==> src/verilog/tc_cfg_pkg.sv <==
package tc_cfg_pkg;
    // Register pointers on the serial register port
    localparam logic [7:0] PTR_STATUS = 8'h20;
    localparam logic [7:0] PTR_SENSOR = 8'h21;
    localparam logic [7:0] PTR_DEVICE = 8'h22;
    // Reset values
    localparam logic [7:0] STATUS_RST = 8'h00;
    localparam logic [7:0] SENSOR_RST = 8'h00;
    localparam logic [7:0] DEVICE_RST = 8'h00;
    // Status field positions
    localparam int ST_BURST_BIT = 7;
    localparam int ST_UPDATE_BIT = 6;
    localparam int ST_SHORT_BIT = 5;
    localparam int ST_RANGE_BIT = 4;
    // Sensor configuration fields, implemented bits only
    localparam logic [7:0] SENSOR_MASK = 8'h77;
    localparam int SENS_TYPE_LSB = 4;
    localparam int SENS_FILT_LSB = 0;
    // Device configuration fields
    localparam int DEV_CJRES_BIT = 7;
    localparam int DEV_ADCRES_LSB = 5;
    localparam int DEV_BURST_LSB = 2;
    localparam int DEV_MODE_LSB = 0;
    // Power modes
    localparam logic [1:0] MODE_NORMAL = 2'h0;
    localparam logic [1:0] MODE_SHDN = 2'h1;
    localparam logic [1:0] MODE_BURST = 2'h2;
    localparam logic [1:0] MODE_NONE = 2'h3;
    // Filter arithmetic
    localparam int FRAC_BITS = 4;
    localparam int FILT_W = 20;
    localparam int DIV_NUM_W = 32;
    localparam int DIV_DEN_W = 8;
    localparam logic [5:0] DIV_STEPS = 6'h20;
    // Coarse cold-junction step clears the two lowest bits
    localparam logic [15:0] CJ_COARSE_MASK = 16'hFFFC;

    // Measurement sequencer states
    typedef enum logic [4:0] {
        SEQ_IDLE = 5'b00001,
        SEQ_CONV = 5'b00010,
        SEQ_FILT = 5'b00100,
        SEQ_STORE = 5'b01000,
        SEQ_ALERT = 5'b10000
    } seq_state_t;

    // Samples per burst, two to the power of the code
    function automatic logic [7:0] burst_samples(input logic [2:0] code);
        burst_samples = 8'h01 << code;
    endfunction

    // Signed strictly-greater compare of two temperatures
    function automatic logic temp_above(input logic [15:0] t, input logic [15:0] lim);
        temp_above = $signed(t) > $signed(lim);
    endfunction
endpackage

==> src/verilog/tc_div_if.sv <==
`timescale 1ns/1ns
interface tc_div_if;
    logic start;
    logic [31:0] num;
    logic [7:0] den;
    logic done;
    logic [31:0] quot;
    modport client(output start, output num, output den, input done, input quot);
    modport server(input start, input num, input den, output done, output quot);
endinterface // tc_div_if

==> src/verilog/tc_divider.sv <==
`timescale 1ns/1ns
module tc_divider (
    // Clock and reset
    input wire logic sys_clk_i,
    input wire logic nrst_i,
    // Divide request and answer
    tc_div_if.server div_bus
);
    logic [5:0] steps;
    logic [31:0] quo;
    logic [7:0] rem;
    logic [8:0] trial;

    // Next partial remainder
    assign trial = {rem, quo[31]};
    assign div_bus.quot = quo;

    // Restoring divider, one quotient bit per cycle
    always_ff @(posedge sys_clk_i or negedge nrst_i) begin
        if (!nrst_i) begin
            steps <= 6'h00;
            quo <= 32'h0000_0000;
            rem <= 8'h00;
            div_bus.done <= 1'b0;
        end else begin
            div_bus.done <= 1'b0;
            if (div_bus.start) begin
                steps <= tc_cfg_pkg::DIV_STEPS;
                quo <= div_bus.num;
                rem <= 8'h00;
            end else if (steps != 6'h00) begin
                steps <= steps - 6'h01;
                if (trial >= {1'b0, div_bus.den}) begin
                    rem <= 8'(trial - {1'b0, div_bus.den});
                    quo <= {quo[30:0], 1'b1};
                end else begin
                    rem <= trial[7:0];
                    quo <= {quo[30:0], 1'b0};
                end
                div_bus.done <= (steps == 6'h01);
            end
        end
    end
endmodule // tc_divider

==> src/verilog/tc_alert_compare.sv <==
`timescale 1ns/1ns
module tc_alert_compare (
    // Clock and reset
    input wire logic sys_clk_i,
    input wire logic nrst_i,
    // Temperatures and limits
    input wire logic [15:0] hot_i,
    input wire logic [15:0] cold_i,
    input wire logic [3:0][15:0] limit_i,
    input wire logic [3:0] cold_sel_i,
    // Comparison result
    output logic [3:0] hit_o
);
    // One comparison per alert on the stored, already filtered result
    always_ff @(posedge sys_clk_i or negedge nrst_i) begin
        if (!nrst_i) begin
            hit_o <= 4'h0;
        end else begin
            for (int i = 0; i < 4; i++) begin
                hit_o[i] <= tc_cfg_pkg::temp_above(cold_sel_i[i] ? cold_i : hot_i, // RL23
                                                   limit_i[i]); // RL8 RL21
            end
        end
    end
endmodule // tc_alert_compare

==> src/verilog/thermocouple_status_config.sv <==
`timescale 1ns/1ns
// Functional notes
// [RL1] Burst-done flag sets when a burst completes; host clears and polls it.
// [RL2] Update flag sets on every finished conversion; host clears and polls it.
// [RL3] Short flag reads 1 while thermocouple is shorted, else 0.
// [RL4] Range flag reads 1 when input or compensated result is out of range.
// [RL5] Input out of range: hot registers hold, cold register keeps updating.
// [RL6] Sum out of range: raw hot and cold update, compensated hot holds.
// [RL7] On fault variant the range flag also reports an open thermocouple; the code sets it from emf_err_q and sum_err_q only.
// [RL8] Alert bit is 1 when monitored temperature strictly exceeds its limit.
// [RL9] Three-bit type code selects K, J, T, N, S, E, B, R.
// [RL10] Three-bit filter code picks n; zero disables, seven is strongest.
// [RL11] Filter output is k*new + (1-k)*old with k = 2/(2^n+1).
// [RL12] Any sensor configuration write restarts the filter history.
// [RL13] Resolution changes apply from the next measurement cycle only.
// [RL14] Cold-junction resolution bit selects 0.0625 or 0.25 degree steps.
// [RL15] Two-bit code selects 18, 16, 14 or 12 bit conversion.
// [RL16] Burst sample count is two to the power of the code.
// [RL17] Mode code: normal, shutdown, burst; code three has no effect.
// [RL18] Shutdown stops conversions; registers stay accessible.
// [RL19] Burst runs the configured samples and then shuts down by itself.
// [RL20] Each burst sample is compared against the alert limits.
// [RL21] With filtering on, alerts compare the filtered value.
// [RL22] Unimplemented configuration bits read zero and ignore writes.
// [RL23] Per-alert select picks cold-junction or compensated hot temperature.
// [RL24] Burst-done sets only after last sample is stored and compared.
module thermocouple_status_config #(
    parameter bit HAS_FAULT_DETECT = 1'b1
) (
    // Clock and reset
    input wire logic sys_clk_i,
    input wire logic nrst_i,
    // Register port of the serial slave
    input wire logic [7:0] reg_ptr_i,
    input wire logic reg_wr_i,
    input wire logic [7:0] reg_wdata_i,
    input wire logic reg_rd_i,
    output logic [7:0] reg_rdata_o,
    // Converter core
    output logic conv_start_o,
    output logic [1:0] conv_adc_res_o,
    output logic conv_cold_res_o,
    output logic [2:0] conv_type_o,
    input wire logic conv_done_i,
    input wire logic [15:0] hot_comp_i,
    input wire logic [15:0] hot_raw_i,
    input wire logic [15:0] cold_i,
    input wire logic emf_range_err_i,
    input wire logic sum_range_err_i,
    input wire logic short_fault_flag_i,
    // Alert limits and monitor selects
    input wire logic [3:0][15:0] alert_limit_value_i,
    input wire logic [3:0] alert_cold_sel_i,
    // Results
    output logic [3:0] alert_hit_o,
    output logic [15:0] hot_temp_o,
    output logic [15:0] delta_temp_o,
    output logic [15:0] cold_temp_o
);
    tc_cfg_pkg::seq_state_t seq;
    logic [7:0] sensor_cfg;
    logic [7:0] device_cfg;
    logic flag_burst;
    logic flag_update;
    logic flag_short;
    logic flag_range;
    logic [7:0] burst_left;
    logic filt_fresh;
    logic [19:0] filt_y;
    logic [19:0] filt_next;
    logic filt_neg;
    logic [15:0] hot_q;
    logic [15:0] raw_q;
    logic [15:0] cold_q;
    logic emf_err_q;
    logic sum_err_q;
    logic [15:0] hot_temp;
    logic [15:0] delta_temp;
    logic [15:0] cold_temp;
    logic [3:0] alert_hit;
    logic div_start;
    logic [31:0] div_num;
    logic [7:0] div_den;
    logic wr_status;
    logic wr_sensor;
    logic wr_device;
    logic [1:0] mode;
    logic [2:0] filt_code;
    logic run_ok;
    logic accept;
    logic need_filter;
    logic last_sample;
    logic [31:0] filt_sum;
    logic [15:0] hot_store;
    logic [7:0] status_rd;

    tc_div_if div_bus();

    // Register decode and field views
    assign wr_status = reg_wr_i && (reg_ptr_i == tc_cfg_pkg::PTR_STATUS);
    assign wr_sensor = reg_wr_i && (reg_ptr_i == tc_cfg_pkg::PTR_SENSOR);
    assign wr_device = reg_wr_i && (reg_ptr_i == tc_cfg_pkg::PTR_DEVICE);
    assign mode = device_cfg[tc_cfg_pkg::DEV_MODE_LSB +: 2];
    assign filt_code = sensor_cfg[tc_cfg_pkg::SENS_FILT_LSB +: 3];

    // Sequencer conditions
    assign run_ok = (mode == tc_cfg_pkg::MODE_NORMAL)
                    || ((mode == tc_cfg_pkg::MODE_BURST) && (burst_left != 8'h00)); // RL19
    assign accept = (seq == tc_cfg_pkg::SEQ_CONV) && conv_done_i
                    && (mode != tc_cfg_pkg::MODE_SHDN);
    assign need_filter = (filt_code != 3'h0) && !filt_fresh
                         && !emf_range_err_i && !sum_range_err_i; // RL10
    assign last_sample = (mode == tc_cfg_pkg::MODE_BURST) && (burst_left == 8'h00);

    // Numerator (2^n+1)*Y = 2X + (2^n-1)*Yprev, in 16.4 fixed point
    assign filt_sum = ($signed({{12{hot_comp_i[15]}}, hot_comp_i, 4'h0}) <<< 1)
                      + $signed({24'h00_0000, 8'((8'h01 << filt_code) - 8'h01)})
                      * $signed({{12{filt_y[19]}}, filt_y}); // RL11
    assign hot_store = filt_fresh ? hot_q : filt_next[19:4]; // RL21

    // Divider hookup
    assign div_bus.start = div_start;
    assign div_bus.num = div_num;
    assign div_bus.den = div_den;

    tc_divider u_divider (
        .sys_clk_i(sys_clk_i),
        .nrst_i(nrst_i),
        .div_bus(div_bus)
    );

    tc_alert_compare u_alert (
        .sys_clk_i(sys_clk_i),
        .nrst_i(nrst_i),
        .hot_i(hot_temp),
        .cold_i(cold_temp),
        .limit_i(alert_limit_value_i),
        .cold_sel_i(alert_cold_sel_i),
        .hit_o(alert_hit)
    );

    // Measurement sequencer
    always_ff @(posedge sys_clk_i or negedge nrst_i) begin
        if (!nrst_i) begin
            seq <= tc_cfg_pkg::SEQ_IDLE;
            conv_start_o <= 1'b0;
        end else begin
            conv_start_o <= 1'b0;
            case (seq)
                tc_cfg_pkg::SEQ_IDLE: begin
                    if (run_ok) begin
                        conv_start_o <= 1'b1;
                        seq <= tc_cfg_pkg::SEQ_CONV;
                    end
                end
                tc_cfg_pkg::SEQ_CONV: begin
                    if (mode == tc_cfg_pkg::MODE_SHDN) begin
                        seq <= tc_cfg_pkg::SEQ_IDLE; // RL18
                    end else if (conv_done_i) begin
                        seq <= need_filter ? tc_cfg_pkg::SEQ_FILT : tc_cfg_pkg::SEQ_STORE;
                    end
                end
                tc_cfg_pkg::SEQ_FILT: begin
                    if (div_bus.done) begin
                        seq <= tc_cfg_pkg::SEQ_STORE;
                    end
                end
                tc_cfg_pkg::SEQ_STORE: begin
                    seq <= tc_cfg_pkg::SEQ_ALERT;
                end
                tc_cfg_pkg::SEQ_ALERT: begin
                    seq <= tc_cfg_pkg::SEQ_IDLE;
                end
                default: begin
                    seq <= tc_cfg_pkg::SEQ_IDLE;
                end
            endcase
        end
    end

    // Resolution and type latched at conversion start
    always_ff @(posedge sys_clk_i or negedge nrst_i) begin
        if (!nrst_i) begin
            conv_adc_res_o <= 2'h0;
            conv_cold_res_o <= 1'b0;
            conv_type_o <= 3'h0;
        end else if ((seq == tc_cfg_pkg::SEQ_IDLE) && run_ok) begin
            conv_adc_res_o <= device_cfg[tc_cfg_pkg::DEV_ADCRES_LSB +: 2]; // RL13 RL15
            conv_cold_res_o <= device_cfg[tc_cfg_pkg::DEV_CJRES_BIT]; // RL13
            conv_type_o <= sensor_cfg[tc_cfg_pkg::SENS_TYPE_LSB +: 3]; // RL9
        end
    end

    // Sample capture and divider launch
    always_ff @(posedge sys_clk_i or negedge nrst_i) begin
        if (!nrst_i) begin
            hot_q <= 16'h0000;
            raw_q <= 16'h0000;
            cold_q <= 16'h0000;
            emf_err_q <= 1'b0;
            sum_err_q <= 1'b0;
            div_start <= 1'b0;
            div_num <= 32'h0000_0000;
            div_den <= 8'h00;
            filt_neg <= 1'b0;
        end else begin
            div_start <= 1'b0;
            if (accept) begin
                hot_q <= hot_comp_i;
                raw_q <= hot_raw_i;
                cold_q <= conv_cold_res_o ? (cold_i & tc_cfg_pkg::CJ_COARSE_MASK) : cold_i; // RL14
                emf_err_q <= emf_range_err_i;
                sum_err_q <= sum_range_err_i;
                div_start <= need_filter;
                filt_neg <= filt_sum[31];
                div_num <= filt_sum[31] ? 32'(-filt_sum) : filt_sum;
                div_den <= 8'((8'h01 << filt_code) + 8'h01); // RL11
            end
        end
    end

    // Filter output register
    always_ff @(posedge sys_clk_i or negedge nrst_i) begin
        if (!nrst_i) begin
            filt_next <= 20'h0_0000;
        end else if (accept && !need_filter) begin
            filt_next <= {hot_comp_i, 4'h0}; // RL10
        end else if ((seq == tc_cfg_pkg::SEQ_FILT) && div_bus.done) begin
            filt_next <= filt_neg ? 20'(-div_bus.quot) : div_bus.quot[19:0]; // RL11
        end
    end

    // Filter history, restarted by a sensor configuration write
    always_ff @(posedge sys_clk_i or negedge nrst_i) begin
        if (!nrst_i) begin
            filt_fresh <= 1'b1;
            filt_y <= 20'h0_0000;
        end else if (wr_sensor) begin
            filt_fresh <= 1'b1; // RL12
        end else if ((seq == tc_cfg_pkg::SEQ_STORE) && !emf_err_q && !sum_err_q) begin
            filt_fresh <= 1'b0;
            filt_y <= filt_fresh ? {hot_q, 4'h0} : filt_next;
        end
    end

    // Result registers
    always_ff @(posedge sys_clk_i or negedge nrst_i) begin
        if (!nrst_i) begin
            hot_temp <= 16'h0000;
            delta_temp <= 16'h0000;
            cold_temp <= 16'h0000;
            flag_range <= 1'b0;
        end else if (seq == tc_cfg_pkg::SEQ_STORE) begin
            cold_temp <= cold_q; // RL5
            if (!emf_err_q) begin
                delta_temp <= raw_q; // RL6
            end
            if (!emf_err_q && !sum_err_q) begin
                hot_temp <= hot_store; // RL5 RL6
            end
            flag_range <= emf_err_q || sum_err_q; // RL4 RL7
        end
    end

    // Event flags: burst and update are sticky, a set beats a clear in the same cycle; short follows its input
    always_ff @(posedge sys_clk_i or negedge nrst_i) begin
        if (!nrst_i) begin
            flag_burst <= 1'b0;
            flag_update <= 1'b0;
            flag_short <= 1'b0;
        end else begin
            flag_short <= HAS_FAULT_DETECT && short_fault_flag_i; // RL3
            if ((seq == tc_cfg_pkg::SEQ_ALERT) && last_sample) begin
                flag_burst <= 1'b1; // RL1 RL24
            end else if (wr_status && reg_wdata_i[tc_cfg_pkg::ST_BURST_BIT]) begin
                flag_burst <= 1'b0; // RL1
            end
            if (seq == tc_cfg_pkg::SEQ_ALERT) begin
                flag_update <= 1'b1; // RL2
            end else if (wr_status && reg_wdata_i[tc_cfg_pkg::ST_UPDATE_BIT]) begin
                flag_update <= 1'b0; // RL2
            end
        end
    end

    // Sensor configuration register
    always_ff @(posedge sys_clk_i or negedge nrst_i) begin
        if (!nrst_i) begin
            sensor_cfg <= tc_cfg_pkg::SENSOR_RST;
        end else if (wr_sensor) begin
            sensor_cfg <= reg_wdata_i & tc_cfg_pkg::SENSOR_MASK; // RL9 RL10 RL22
        end
    end

    // Device configuration and burst countdown
    always_ff @(posedge sys_clk_i or negedge nrst_i) begin
        if (!nrst_i) begin
            device_cfg <= tc_cfg_pkg::DEVICE_RST;
            burst_left <= 8'h00;
        end else if (wr_device) begin
            device_cfg[7:2] <= reg_wdata_i[7:2];
            if (reg_wdata_i[1:0] != tc_cfg_pkg::MODE_NONE) begin
                device_cfg[1:0] <= reg_wdata_i[1:0]; // RL17
            end
            if (reg_wdata_i[1:0] == tc_cfg_pkg::MODE_BURST) begin
                burst_left <= tc_cfg_pkg::burst_samples(reg_wdata_i[4:2]); // RL16
            end
        end else if ((seq == tc_cfg_pkg::SEQ_STORE) && (mode == tc_cfg_pkg::MODE_BURST)) begin
            burst_left <= burst_left - 8'h01; // RL20
        end else if ((seq == tc_cfg_pkg::SEQ_ALERT) && last_sample) begin
            device_cfg[1:0] <= tc_cfg_pkg::MODE_SHDN; // RL19
        end
    end

    // Status byte as read
    always_comb begin
        status_rd = tc_cfg_pkg::STATUS_RST;
        status_rd[tc_cfg_pkg::ST_BURST_BIT] = flag_burst;
        status_rd[tc_cfg_pkg::ST_UPDATE_BIT] = flag_update;
        status_rd[tc_cfg_pkg::ST_SHORT_BIT] = flag_short;
        status_rd[tc_cfg_pkg::ST_RANGE_BIT] = flag_range;
        status_rd[3:0] = alert_hit; // RL8
    end

    // Read data, answered one cycle after the strobe
    always_ff @(posedge sys_clk_i or negedge nrst_i) begin
        if (!nrst_i) begin
            reg_rdata_o <= 8'h00;
        end else if (reg_rd_i) begin
            case (reg_ptr_i)
                tc_cfg_pkg::PTR_STATUS: reg_rdata_o <= status_rd;
                tc_cfg_pkg::PTR_SENSOR: reg_rdata_o <= sensor_cfg; // RL22
                tc_cfg_pkg::PTR_DEVICE: reg_rdata_o <= device_cfg;
                default: reg_rdata_o <= 8'h00;
            endcase
        end
    end

    // Result ports
    assign alert_hit_o = alert_hit;
    assign hot_temp_o = hot_temp;
    assign delta_temp_o = delta_temp;
    assign cold_temp_o = cold_temp;

    // Checks
    a_burst_done_set: assert property ( // RL1
        @(posedge sys_clk_i) disable iff (!nrst_i)
        (seq == tc_cfg_pkg::SEQ_ALERT) && last_sample
        |=> flag_burst && (mode == tc_cfg_pkg::MODE_SHDN || $past(wr_device)))
        else $error("burst end did not set flag and shut down");
    a_update_flag_set: assert property ( // RL2
        @(posedge sys_clk_i) disable iff (!nrst_i)
        (seq == tc_cfg_pkg::SEQ_STORE) ##1 1'b1 |=> flag_update)
        else $error("update flag not set after conversion");
    a_short_flag_follow: assert property ( // RL3
        @(posedge sys_clk_i) disable iff (!nrst_i)
        ##1 (flag_short == (HAS_FAULT_DETECT && $past(short_fault_flag_i))))
        else $error("short flag does not follow fault");
    a_emf_hold: assert property ( // RL5
        @(posedge sys_clk_i) disable iff (!nrst_i)
        (seq == tc_cfg_pkg::SEQ_STORE) && emf_err_q
        |=> $stable(hot_temp) && $stable(delta_temp) && (cold_temp == $past(cold_q)))
        else $error("hot result changed on input range error");
    a_sum_hold: assert property ( // RL6
        @(posedge sys_clk_i) disable iff (!nrst_i)
        (seq == tc_cfg_pkg::SEQ_STORE) && !emf_err_q && sum_err_q
        |=> $stable(hot_temp) && (delta_temp == $past(raw_q)) && flag_range)
        else $error("compensated result changed on sum range error");
    a_filter_restart: assert property ( // RL12
        @(posedge sys_clk_i) disable iff (!nrst_i)
        wr_sensor |=> filt_fresh ##1 (!div_start))
        else $error("filter history survived configuration write");
    a_res_held: assert property ( // RL13
        @(posedge sys_clk_i) disable iff (!nrst_i)
        (seq == tc_cfg_pkg::SEQ_CONV) && $past(seq == tc_cfg_pkg::SEQ_CONV)
        |-> $stable(conv_adc_res_o) && $stable(conv_cold_res_o))
        else $error("resolution changed during a measurement");
    a_mode_none: assert property ( // RL17
        @(posedge sys_clk_i) disable iff (!nrst_i)
        wr_device && (reg_wdata_i[1:0] == tc_cfg_pkg::MODE_NONE)
        && !((seq == tc_cfg_pkg::SEQ_ALERT) && last_sample)
        |=> mode == $past(mode))
        else $error("mode code three changed the mode");
    a_shutdown_quiet: assert property ( // RL18
        @(posedge sys_clk_i) disable iff (!nrst_i)
        (mode == tc_cfg_pkg::MODE_SHDN) && (seq == tc_cfg_pkg::SEQ_IDLE)
        |=> !conv_start_o)
        else $error("conversion started in shutdown");
    a_unimpl_zero: assert property ( // RL22
        @(posedge sys_clk_i) disable iff (!nrst_i)
        reg_rd_i && (reg_ptr_i == tc_cfg_pkg::PTR_SENSOR)
        |=> (reg_rdata_o[7] == 1'b0) && (reg_rdata_o[3] == 1'b0))
        else $error("unimplemented sensor bits read nonzero");
endmodule // thermocouple_status_config

==> config.mk <==
export PLATFORM = sky130hd
export DESIGN_NAME = thermocouple_status_config
export DESIGN_NICKNAME = d
export VERILOG_FILES = /design/src/verilog/tc_cfg_pkg.sv /design/src/verilog/tc_div_if.sv /design/src/verilog/tc_divider.sv /design/src/verilog/tc_alert_compare.sv /design/src/verilog/thermocouple_status_config.sv
export SDC_FILE = /design/constraint.sdc
export NUM_CORES = 1
export LEC_CHECK = 0
export ABC_AREA = 1
export BUFFER_PORTS_ARGS = -buffer_cell sky130_fd_sc_hd__buf_4
export CAP_MARGIN = 20
export CORE_MARGIN = 8
export CORE_UTILIZATION = 35
export CTS_CLUSTER_DIAMETER = 80
export DETAILED_ROUTE_END_ITERATION = 10
export PLACE_DENSITY_LB_ADDON = 0.25
export SLEW_MARGIN = 20
export SYNTH_ARGS = -nofsm -noshare
export SYNTH_HDL_FRONTEND = slang
export SYNTH_SLANG_ARGS = --single-unit
==> constraint.sdc <==
create_clock -name sys_clk_i -period 8.45 [get_ports sys_clk_i]
set_clock_uncertainty 0.05 [all_clocks]
set_input_delay 0.845 -clock sys_clk_i [delete_from_list [all_inputs] [get_ports sys_clk_i]]
set_output_delay 0.845 -clock sys_clk_i [all_outputs]
set_load 0.02 [all_outputs]
==> results_tabular.tex, run 1 <==
\begin{tabular}{lr}
\hline
Metric & Value \\
\hline
\multicolumn{2}{l}{\textbf{Run status}} \\
Result of the run & finished clean \\
\multicolumn{2}{l}{\textbf{Finish}} \\
Share of post-route cells with drive strength above 1 & 0.1149 \\
Area growth from synthesis to layout & 16.22\% \\
Final net count & between 3k and 4k \\
Non-filler cells, final & $\sim$3.9k \\
Ant diodes & 0 \\
\multicolumn{2}{l}{\textbf{CTS}} \\
Clk Tree Root Cell & clkbuf\_16 \\
CTS tree & yes \\
Number of CTS-inserted buffers & 34 \\
Maximum count of clock buffers along a single path & 3 \\
Clock edge transition at the registers on the reported setup and hold paths & roughly 0.06 ns \\
Max H-tree Level & 2 \\
Latest clock arrival within the worst-skew pair & $\sim$0.54 ns \\
Post-CTS sizing & 0 \\
Count of buffers added by post-CTS timing repair for setup & 0 \\
Post-CTS Hold Buffers & 0 \\
CTS sink count & 278 \\
\multicolumn{2}{l}{\textbf{Synth}} \\
Average cell area after synthesis & around 7.8 µm² \\
Largest family of logic cells by synthesized area & adder cells \\
Area share of and/or/nand/nor cells after synthesis & 0.2026 \\
Complex-gate fraction of the synthesized area & 0.1204 \\
Number of distinct library cell variants in the gate-level netlist after synthesis & 58 \\
\#FFs+latches synth & 278 \\
Count of mapped cells out of synthesis & $\sim$2.8k \\
Cell area after synthesis & between 20000 and 25000 µm² \\
Mux cell area share after synthesis & 0.003592 \\
Area share of xor/xnor cells in the synthesized design & 0.01870 \\
Adder-cell share of the synthesized area & 0.2183 \\
Number of warnings issued by yosys & 0 \\
Sequential share of the synthesized area & 0.3171 \\
\multicolumn{2}{l}{\textbf{Timing}} \\
Slew at the pin closest to its max-slew limit & 0.8885 ns \\
Setup repair after global routing missed its margin & no \\
Number of max-slew violations in the final report & 0 \\
Worst slew margin relative to its limit & 0.4077 \\
Final worst path period share & 0.8363 \\
Aggregate negative setup slack & 0 ns \\
Final count of hold timing violations & 0 \\
Count of final setup violators & 0 \\
Timing-limited maximum frequency & 141.5 MHz \\
Min cycle time layout & a little over 7 ns \\
\multicolumn{2}{l}{\textbf{Power}} \\
Switching fraction of total power & 0.4438 \\
Fraction of power consumed by the clock network & 0.244 \\
Combinational group share of total power & 0.530 \\
Post-layout total power & between 6 and 7 mW \\
IR Drop Worst-Case VDD & $\sim$0.00018 V \\
Net switching power & between 2 and 3 mW \\
Reg power frac & 0.226 \\
Design internal power & 3.468 mW \\
Leakage & around 14 nW \\
Power per standard cell area & $\sim$240 nW/µm² \\
\multicolumn{2}{l}{\textbf{Global routing}} \\
Initial antenna violation count & 5 \\
GR Overflow Total & 0 \\
Global-route usage over all layers & 0.1809 \\
Vias in the first global route & 18.09k \\
Wire length of the first global-routing pass & 102400 µm \\
Maximum number of pins on one net before global-route repair & about 150 \\
\multicolumn{2}{l}{\textbf{Setup path}} \\
Required @ worst endpoint & around 8.8 ns \\
CP Data Arrival Time & 7.43 ns \\
Most numerous cell on the critical path & nand2\_1 \\
Critical Path Max Stage Delay & 0.56 ns \\
Class of the most critical setup path & reg2reg \\
Endpoint type of the worst setup path & flip-flop \\
Type of element launching the critical path & flip-flop \\
Slowest stage cell, crit path & clkinv\_1 \\
Worst-path maximum fanout & 31 \\
\multicolumn{2}{l}{\textbf{Floorplan}} \\
Top-level port count & between 200 and 250 \\
Standard-cell rows & just over 90 \\
Effective utilization at floorplan & 0.3549 \\
Die span in y & about 270 µm \\
Core region area & slightly above 60000 µm² \\
DIE AREA & between 70000 and 80000 µm² \\
Die X & 266.4 µm \\
\multicolumn{2}{l}{\textbf{Place}} \\
Count of placed standard cells including taps & 3814 \\
Global placer's final weighted congestion & roughly 0.88 \\
Total half-perimeter wirelength after legalization and detailed placement & 51130 µm \\
Port bufs & approximately 210 \\
\multicolumn{2}{l}{\textbf{Detailed routing}} \\
Number of design rule violations left after detail routing & 0 \\
Routed vias & 18.48k \\
Aggregate routed wire length & roughly 64000 µm \\
Residual antenna-violating net count after detailed routing & 0 \\
Average wire length per cell after detail routing & around 17 µm \\
First-pass detailed-route iteration total & 7 \\
Average via count per standard cell & between 4 and 5 \\
DR iter-0 viols & roughly 1.4k \\
\multicolumn{2}{l}{\textbf{Run}} \\
Total of max-cap violations & 0 \\
\multicolumn{2}{l}{\textbf{Hold path}} \\
Type of the most critical hold path & in2async \\
\hline
\end{tabular}
[cells in the mapped netlist, drive strengths merged]
master / count / area [µm²]
o31ai: 4 / 35.03
ha: 138 / 1727
nor2: 191 / 789.5
a21oi: 56 / 280.3
mux2: 7 / 78.83
o22ai: 12 / 75.07
fa: 153 / 3063
a31oi: 13 / 81.33
and2: 1 / 7.510
a22o: 2 / 17.52
a221oi: 2 / 17.52
o21a: 3 / 22.52
nand4: 27 / 168.9
o32ai: 1 / 8.760
a22oi: 13 / 97.59
dfstp: 2 / 52.55
buf: 28 / 171.4
o21bai: 8 / 60.06
inv: 584 / 2192
or2: 6 / 37.54
a21o: 1 / 7.510
o41ai: 1 / 8.760
o21ai: 297 / 1520
nand3: 83 / 445.4
o221ai: 27 / 236.5
nand2: 719 / 2746
nor3: 19 / 95.09
dfrtp: 276 / 6907
clkbuf: 59 / 222.7
nand3b: 8 / 60.06
clkinv: 6 / 23.77
a32oi: 1 / 8.760
conb: 2 / 7.510
a211oi: 6 / 45.04
nor4: 8 / 95.09
xor2: 28 / 245.2
xnor2: 18 / 165.2
a21boi: 2 / 15.01
o211ai: 14 / 105.1
[final cells by class]
type,count,area [µm²]
Inverter,590,2217
Fill cell,6429,36320
Tap cell,837,1047
Sequential cell,278,6959
Timing Repair Buffer,219,1668
Multi-Input combinational cell,1890,12450
Clock buffer,51,1006
Clock inverter,10,160.2
[kinds of logic (layout without fill, tap and decap cells)]
group / Yosys count / count (layout)
XOR/XNOR: 46 / 46
other: 2 / 21
buffers and inverters: 677 / 870
flip-flops: 278 / 278
adder cells (fa/ha/maj): 291 / 291
multiplexers: 7 / 7
AND/OR/NAND/NOR: 1062 / 1062
AO/OA/AOI/OAI: 463 / 463
[per-layer routing]
layer	share of wire	global-route usage	vias to the layer above
met5	0.00033	0	-
met4	0.023	0.04657	4
met3	0.062	0.03055	89
met2	0.45	0.2891	526
met1	0.47	0.2527	8694
li1	-	-	9162
[cell usage in the layout, fill, tap and decap left out, types with 28 or more instances in the layout]
master     Yosys  layout
fa_1         153     153
a21oi_1       56      56
buf_4          3     216
clkbuf_16      0      35
inv_1        574     573
xor2_1        28      28
ha_1         138     138
o21ai_0      255     255
nand2_1      700     700
o21ai_1       35      35
nor2_1       175     175
nand3_1       77      77
dfrtp_1      276     276
[path summary, 6_finish.rpt]
check,start,to,slack [ns],depth (start not counted)
max in group asynchronous,nrst_i,filt_y[19],6.95,2
hold reg to reg,u_divider.div_bus.quot[26],u_divider.div_bus.quot[27],0.42,2
setup reg to reg,sensor_cfg[1],div_bus.num[24],1.38,29
hold / removal,nrst_i,raw_q[14],0.18,1
setup / recovery,sensor_cfg[1],div_bus.num[24],1.38,29
min in group sys_clk_i,short_fault_flag_i,flag_short,0.37,1
[critical path, delay by kind of cell (launching register included)]
family | cells | cell delay (ns)
adder cells (fa/ha/maj) | 7 | 2.92
AND/OR/NAND/NOR | 15 | 2.27
buffers and inverters | 5 | 0.86
flip-flops | 1 | 0.51
AO/OA/AOI/OAI | 2 | 0.31
[metrics by stage]
| stage | hold slack (ns) | utilization | worst slack, ns | cell area, µm² |
|---|---|---|---|---|
| after global routing | 0.2008 | 0.4125 | 0.9057 | 25500 |
| after global placement | 0.4091 | 0.3936 | 1.481 | 24330 |
| after floorplan | 0.3936 | - | 2.551 | 22010 |
| after detailed placement | 0.4103 | 0.3936 | 1.391 | 24330 |
| final | 0.1775 | 0.4125 | 1.383 | 25500 |
| after CTS | 0.1762 | 0.4124 | 1.383 | 25500 |
[power by group through the flow]
| stage | sequential, mW | combinational, mW | clock [mW] |
|---|---|---|---|
| floorplan | 1.43 | 2.59 | 0 |
| global placement | 1.43 | 3.31 | 0 |
| detailed placement | 1.43 | 3.31 | 0 |
| CTS | 1.41 | 3.34 | 1.56 |
| global route | 1.41 | 3.83 | 1.61 |
| finish | 1.41 | 3.31 | 1.52 |
[registers in the layout (all words and copies together), names as in the netlist, 6 cells and up]
register                cells
div_bus.num                32
u_divider.div_bus.quot     32
filt_next                  20
filt_y                     20
cold_q                     16
cold_temp_o                16
delta_temp_o               16
hot_q                      16
hot_temp_o                 16
raw_q                      16
burst_left                  8
device_cfg                  8
div_bus.den                 8
reg_rdata_o                 8
u_divider.rem               8
sensor_cfg                  6
u_divider.steps             6
Power figures use the tool's default switching activity.
==> run 2, diff against run 1 <==
- clock period: 8.45 -> 6.1 ns (I/O delays scaled with it)
==> run 2 against run 1 <==
  * Critical path depth is 1 higher
  * Global-route usage is 0.32 points higher
  * Cell count is 1.5% higher
  * Critical endpoint is now div_bus.num[28]
  * Flip-flop and latch count stayed put
==> results_tabular.tex, run 2 (synthesized netlist as in run 1, its figures left out) <==
\begin{tabular}{lr}
\hline
Metric & Value \\
\hline
\multicolumn{2}{l}{\textbf{Global routing}} \\
GR Overflow Total & 0 \\
Met3 GRT Util & 0.03589 \\
Routing usage on met1 & 0.2502 \\
Vias in the first global route & 18.58k \\
Wire length of the first global-routing pass & between 100000 and 150000 µm \\
Maximum number of pins on one net before global-route repair & 155 \\
Busiest layer in global routing & met2 \\
Global-route usage over all layers & 0.1841 \\
Initial antenna violation count & 1 \\
Global routing met2 resource utilization & 0.3017 \\
\multicolumn{2}{l}{\textbf{Timing}} \\
Final count of hold timing violations & 0 \\
Min cycle time layout & a little under 6 ns \\
Timing-limited maximum frequency & $\sim$170 MHz \\
Setup repair after global routing missed its margin & yes \\
Number of max-slew violations in the final report & 0 \\
Count of final setup violators & 0 \\
Worst slew margin relative to its limit & 0.3467 \\
Aggregate negative setup slack & 0 ns \\
Slew at the pin closest to its max-slew limit & just under 1 ns \\
Final worst path period share & 0.9558 \\
\multicolumn{2}{l}{\textbf{Setup path}} \\
Type of element launching the critical path & flip-flop \\
Depth of the worst register-to-register path & 30 \\
Origin of the worst setup path & sensor\_cfg[2] \\
Endpoint type of the worst setup path & flip-flop \\
Reg-to-reg endpoint & div\_bus.num[28] \\
Slowest stage cell, crit path & fa\_1 \\
Required @ worst endpoint & about 6.5 ns \\
Critical path capture point & div\_bus.num[28] \\
Class of the most critical setup path & reg2reg \\
FF-to-FF Start & sensor\_cfg[2] \\
Worst-path maximum fanout & 5 \\
Critical Path Max Stage Delay & between 0.5 and 0.6 ns \\
R2R setup slack & approximately 0.27 ns \\
CP Data Arrival Time & a little over 6 ns \\
\multicolumn{2}{l}{\textbf{Place}} \\
Port bufs & $\sim$210 \\
Global placer's final weighted congestion & 0.8603 \\
Total half-perimeter wirelength after legalization and detailed placement & just over 50000 µm \\
\multicolumn{2}{l}{\textbf{CTS}} \\
CTS sink count & 278 \\
CTS tree & yes \\
Clk Tree Root Cell & clkbuf\_16 \\
Latest clock arrival within the worst-skew pair & about 0.56 ns \\
Max H-tree Level & 2 \\
Number of CTS-inserted buffers & 35 \\
Clock edge transition at the registers on the reported setup and hold paths & 0.06 ns \\
Maximum count of clock buffers along a single path & 3 \\
\multicolumn{2}{l}{\textbf{Power}} \\
Power per standard cell area & 369.7 nW/µm² \\
IR Drop Worst-Case VDD & 0.0002579 V \\
Post-layout total power & around 9.8 mW \\
Leakage & 13.91 nW \\
\multicolumn{2}{l}{\textbf{Floorplan}} \\
Effective utilization at floorplan & 0.3549 \\
Die X & 266.4 µm \\
Die span in y & 266.4 µm \\
DIE AREA & between 70000 and 80000 µm² \\
Top-level port count & 207 \\
Standard-cell rows & 91 \\
Core region area & about 60000 µm² \\
\multicolumn{2}{l}{\textbf{Detailed routing}} \\
Number of design rule violations left after detail routing & 0 \\
Residual antenna-violating net count after detailed routing & 0 \\
Aggregate routed wire length & approximately 65000 µm \\
Average wire length per cell after detail routing & approximately 17 µm \\
DR iter-0 viols & roughly 1.1k \\
Average via count per standard cell & between 4 and 5 \\
Routed vias & roughly 19k \\
First-pass detailed-route iteration total & 5 \\
\multicolumn{2}{l}{\textbf{Finish}} \\
Area growth from synthesis to layout & 20.69\% \\
Share of post-route cells with drive strength above 1 & 0.1609 \\
Most common cell after layout, fill and taps aside & nand2\_1 \\
Fillers & 6384 \\
Final net count & 3501 \\
Commonest non-fill, non-tap cells in the layout & nand2\_1, inv\_1, dfrtp\_1 \\
\multicolumn{2}{l}{\textbf{Hold path}} \\
Type of the most critical hold path & in2reg \\
Hold path cells & 1 \\
\multicolumn{2}{l}{\textbf{Run}} \\
Total of max-cap violations & 0 \\
\multicolumn{2}{l}{\textbf{Run status}} \\
Result of the run & finished clean \\
\hline
\end{tabular}
## run 2: changes by cell type in the layout (fill, tap and decap cells not counted), sizes merged
cell / change
clkinvlp: -1
inv: +2
dlygate4sd3: +1
buf: +55
clkbuf: -7
diode: +1
clkinv: +7
## run 2: worst min path at each step
stage / from / endpoint / slack (ns)
floorplan: nrst_i / burst_left[0] / 0.26
global placement: emf_err_q / emf_err_q / 0.41
detailed placement: u_divider.div_bus.quot[26] / u_divider.div_bus.quot[27] / 0.41
CTS: short_fault_flag_i / flag_short / 0.08
global route: short_fault_flag_i / flag_short / 0.09
finish: short_fault_flag_i / flag_short / 0.11
## run 2: metal layers
| metal | part of all wire | vias to the layer above |
|---|---|---|
| met3 | 0.069 | 72 |
| li1 | - | 9270 |
| met4 | 0.019 | 2 |
| met1 | 0.45 | 8839 |
| met5 | 0.00017 | - |
| met2 | 0.46 | 507 |
## run 2: repair_timing
action                     CTS  global route
hold endpoints to repair    54             0
hold buffers                 1             0
gates resized for setup      3           111
setup endpoints to repair    9            30
buffers inserted             0            11
gates cloned                 0             0
pin swaps                    0            26
## run 2: power breakdown
part           total (mW)  switching (mW)  leakage, nW  internal (mW)
sequential           1.95          0.0422         3.42           1.91
combinational        5.70            3.34         9.90           2.36
clock                2.14           0.869        0.593           1.27
## run 2: stage by stage
| step | hold slack, ns | utilization | std cells | setup slack (ns) | area, µm² |
|---|---|---|---|---|---|
| floorplan | 0.2644 | - | 2845 | 0.2010 | 22010 |
| global placement | 0.4100 | 0.3997 | 3858 | -0.01258 | 24710 |
| detailed placement | 0.4132 | 0.3997 | 3858 | -0.02565 | 24710 |
| CTS | 0.07686 | 0.4195 | 3921 | 0.01946 | 25930 |
| global route | 0.08677 | 0.4283 | 3932 | -0.04904 | 26480 |
| finish | 0.1129 | 0.4284 | 3933 | 0.2698 | 26480 |
## run 2: critical path, delay by kind of cell (launching register included)
kind	cells	cell delay, ns
buffers and inverters	8	0.71
DFF	1	0.47
adders and majority gates	6	2.92
and+or+nand+nor	16	1.57
## run 2: final cells by class
| cell class | count | area [µm²] | share of cell area |
|---|---|---|---|
| Multi-Input combinational cell | 1890 | 12870 | 0.4859 |
| Sequential cell | 278 | 6962 | 0.2629 |
| Inverter | 590 | 2222 | 0.08390 |
| Timing Repair Buffer | 275 | 2176 | 0.08216 |
| Tap cell | 837 | 1047 | 0.03954 |
| Clock buffer | 44 | 959.7 | 0.03624 |
| Clock inverter | 18 | 245.2 | 0.009260 |
| Antenna cell | 1 | 2.502 | 0.00009449 |
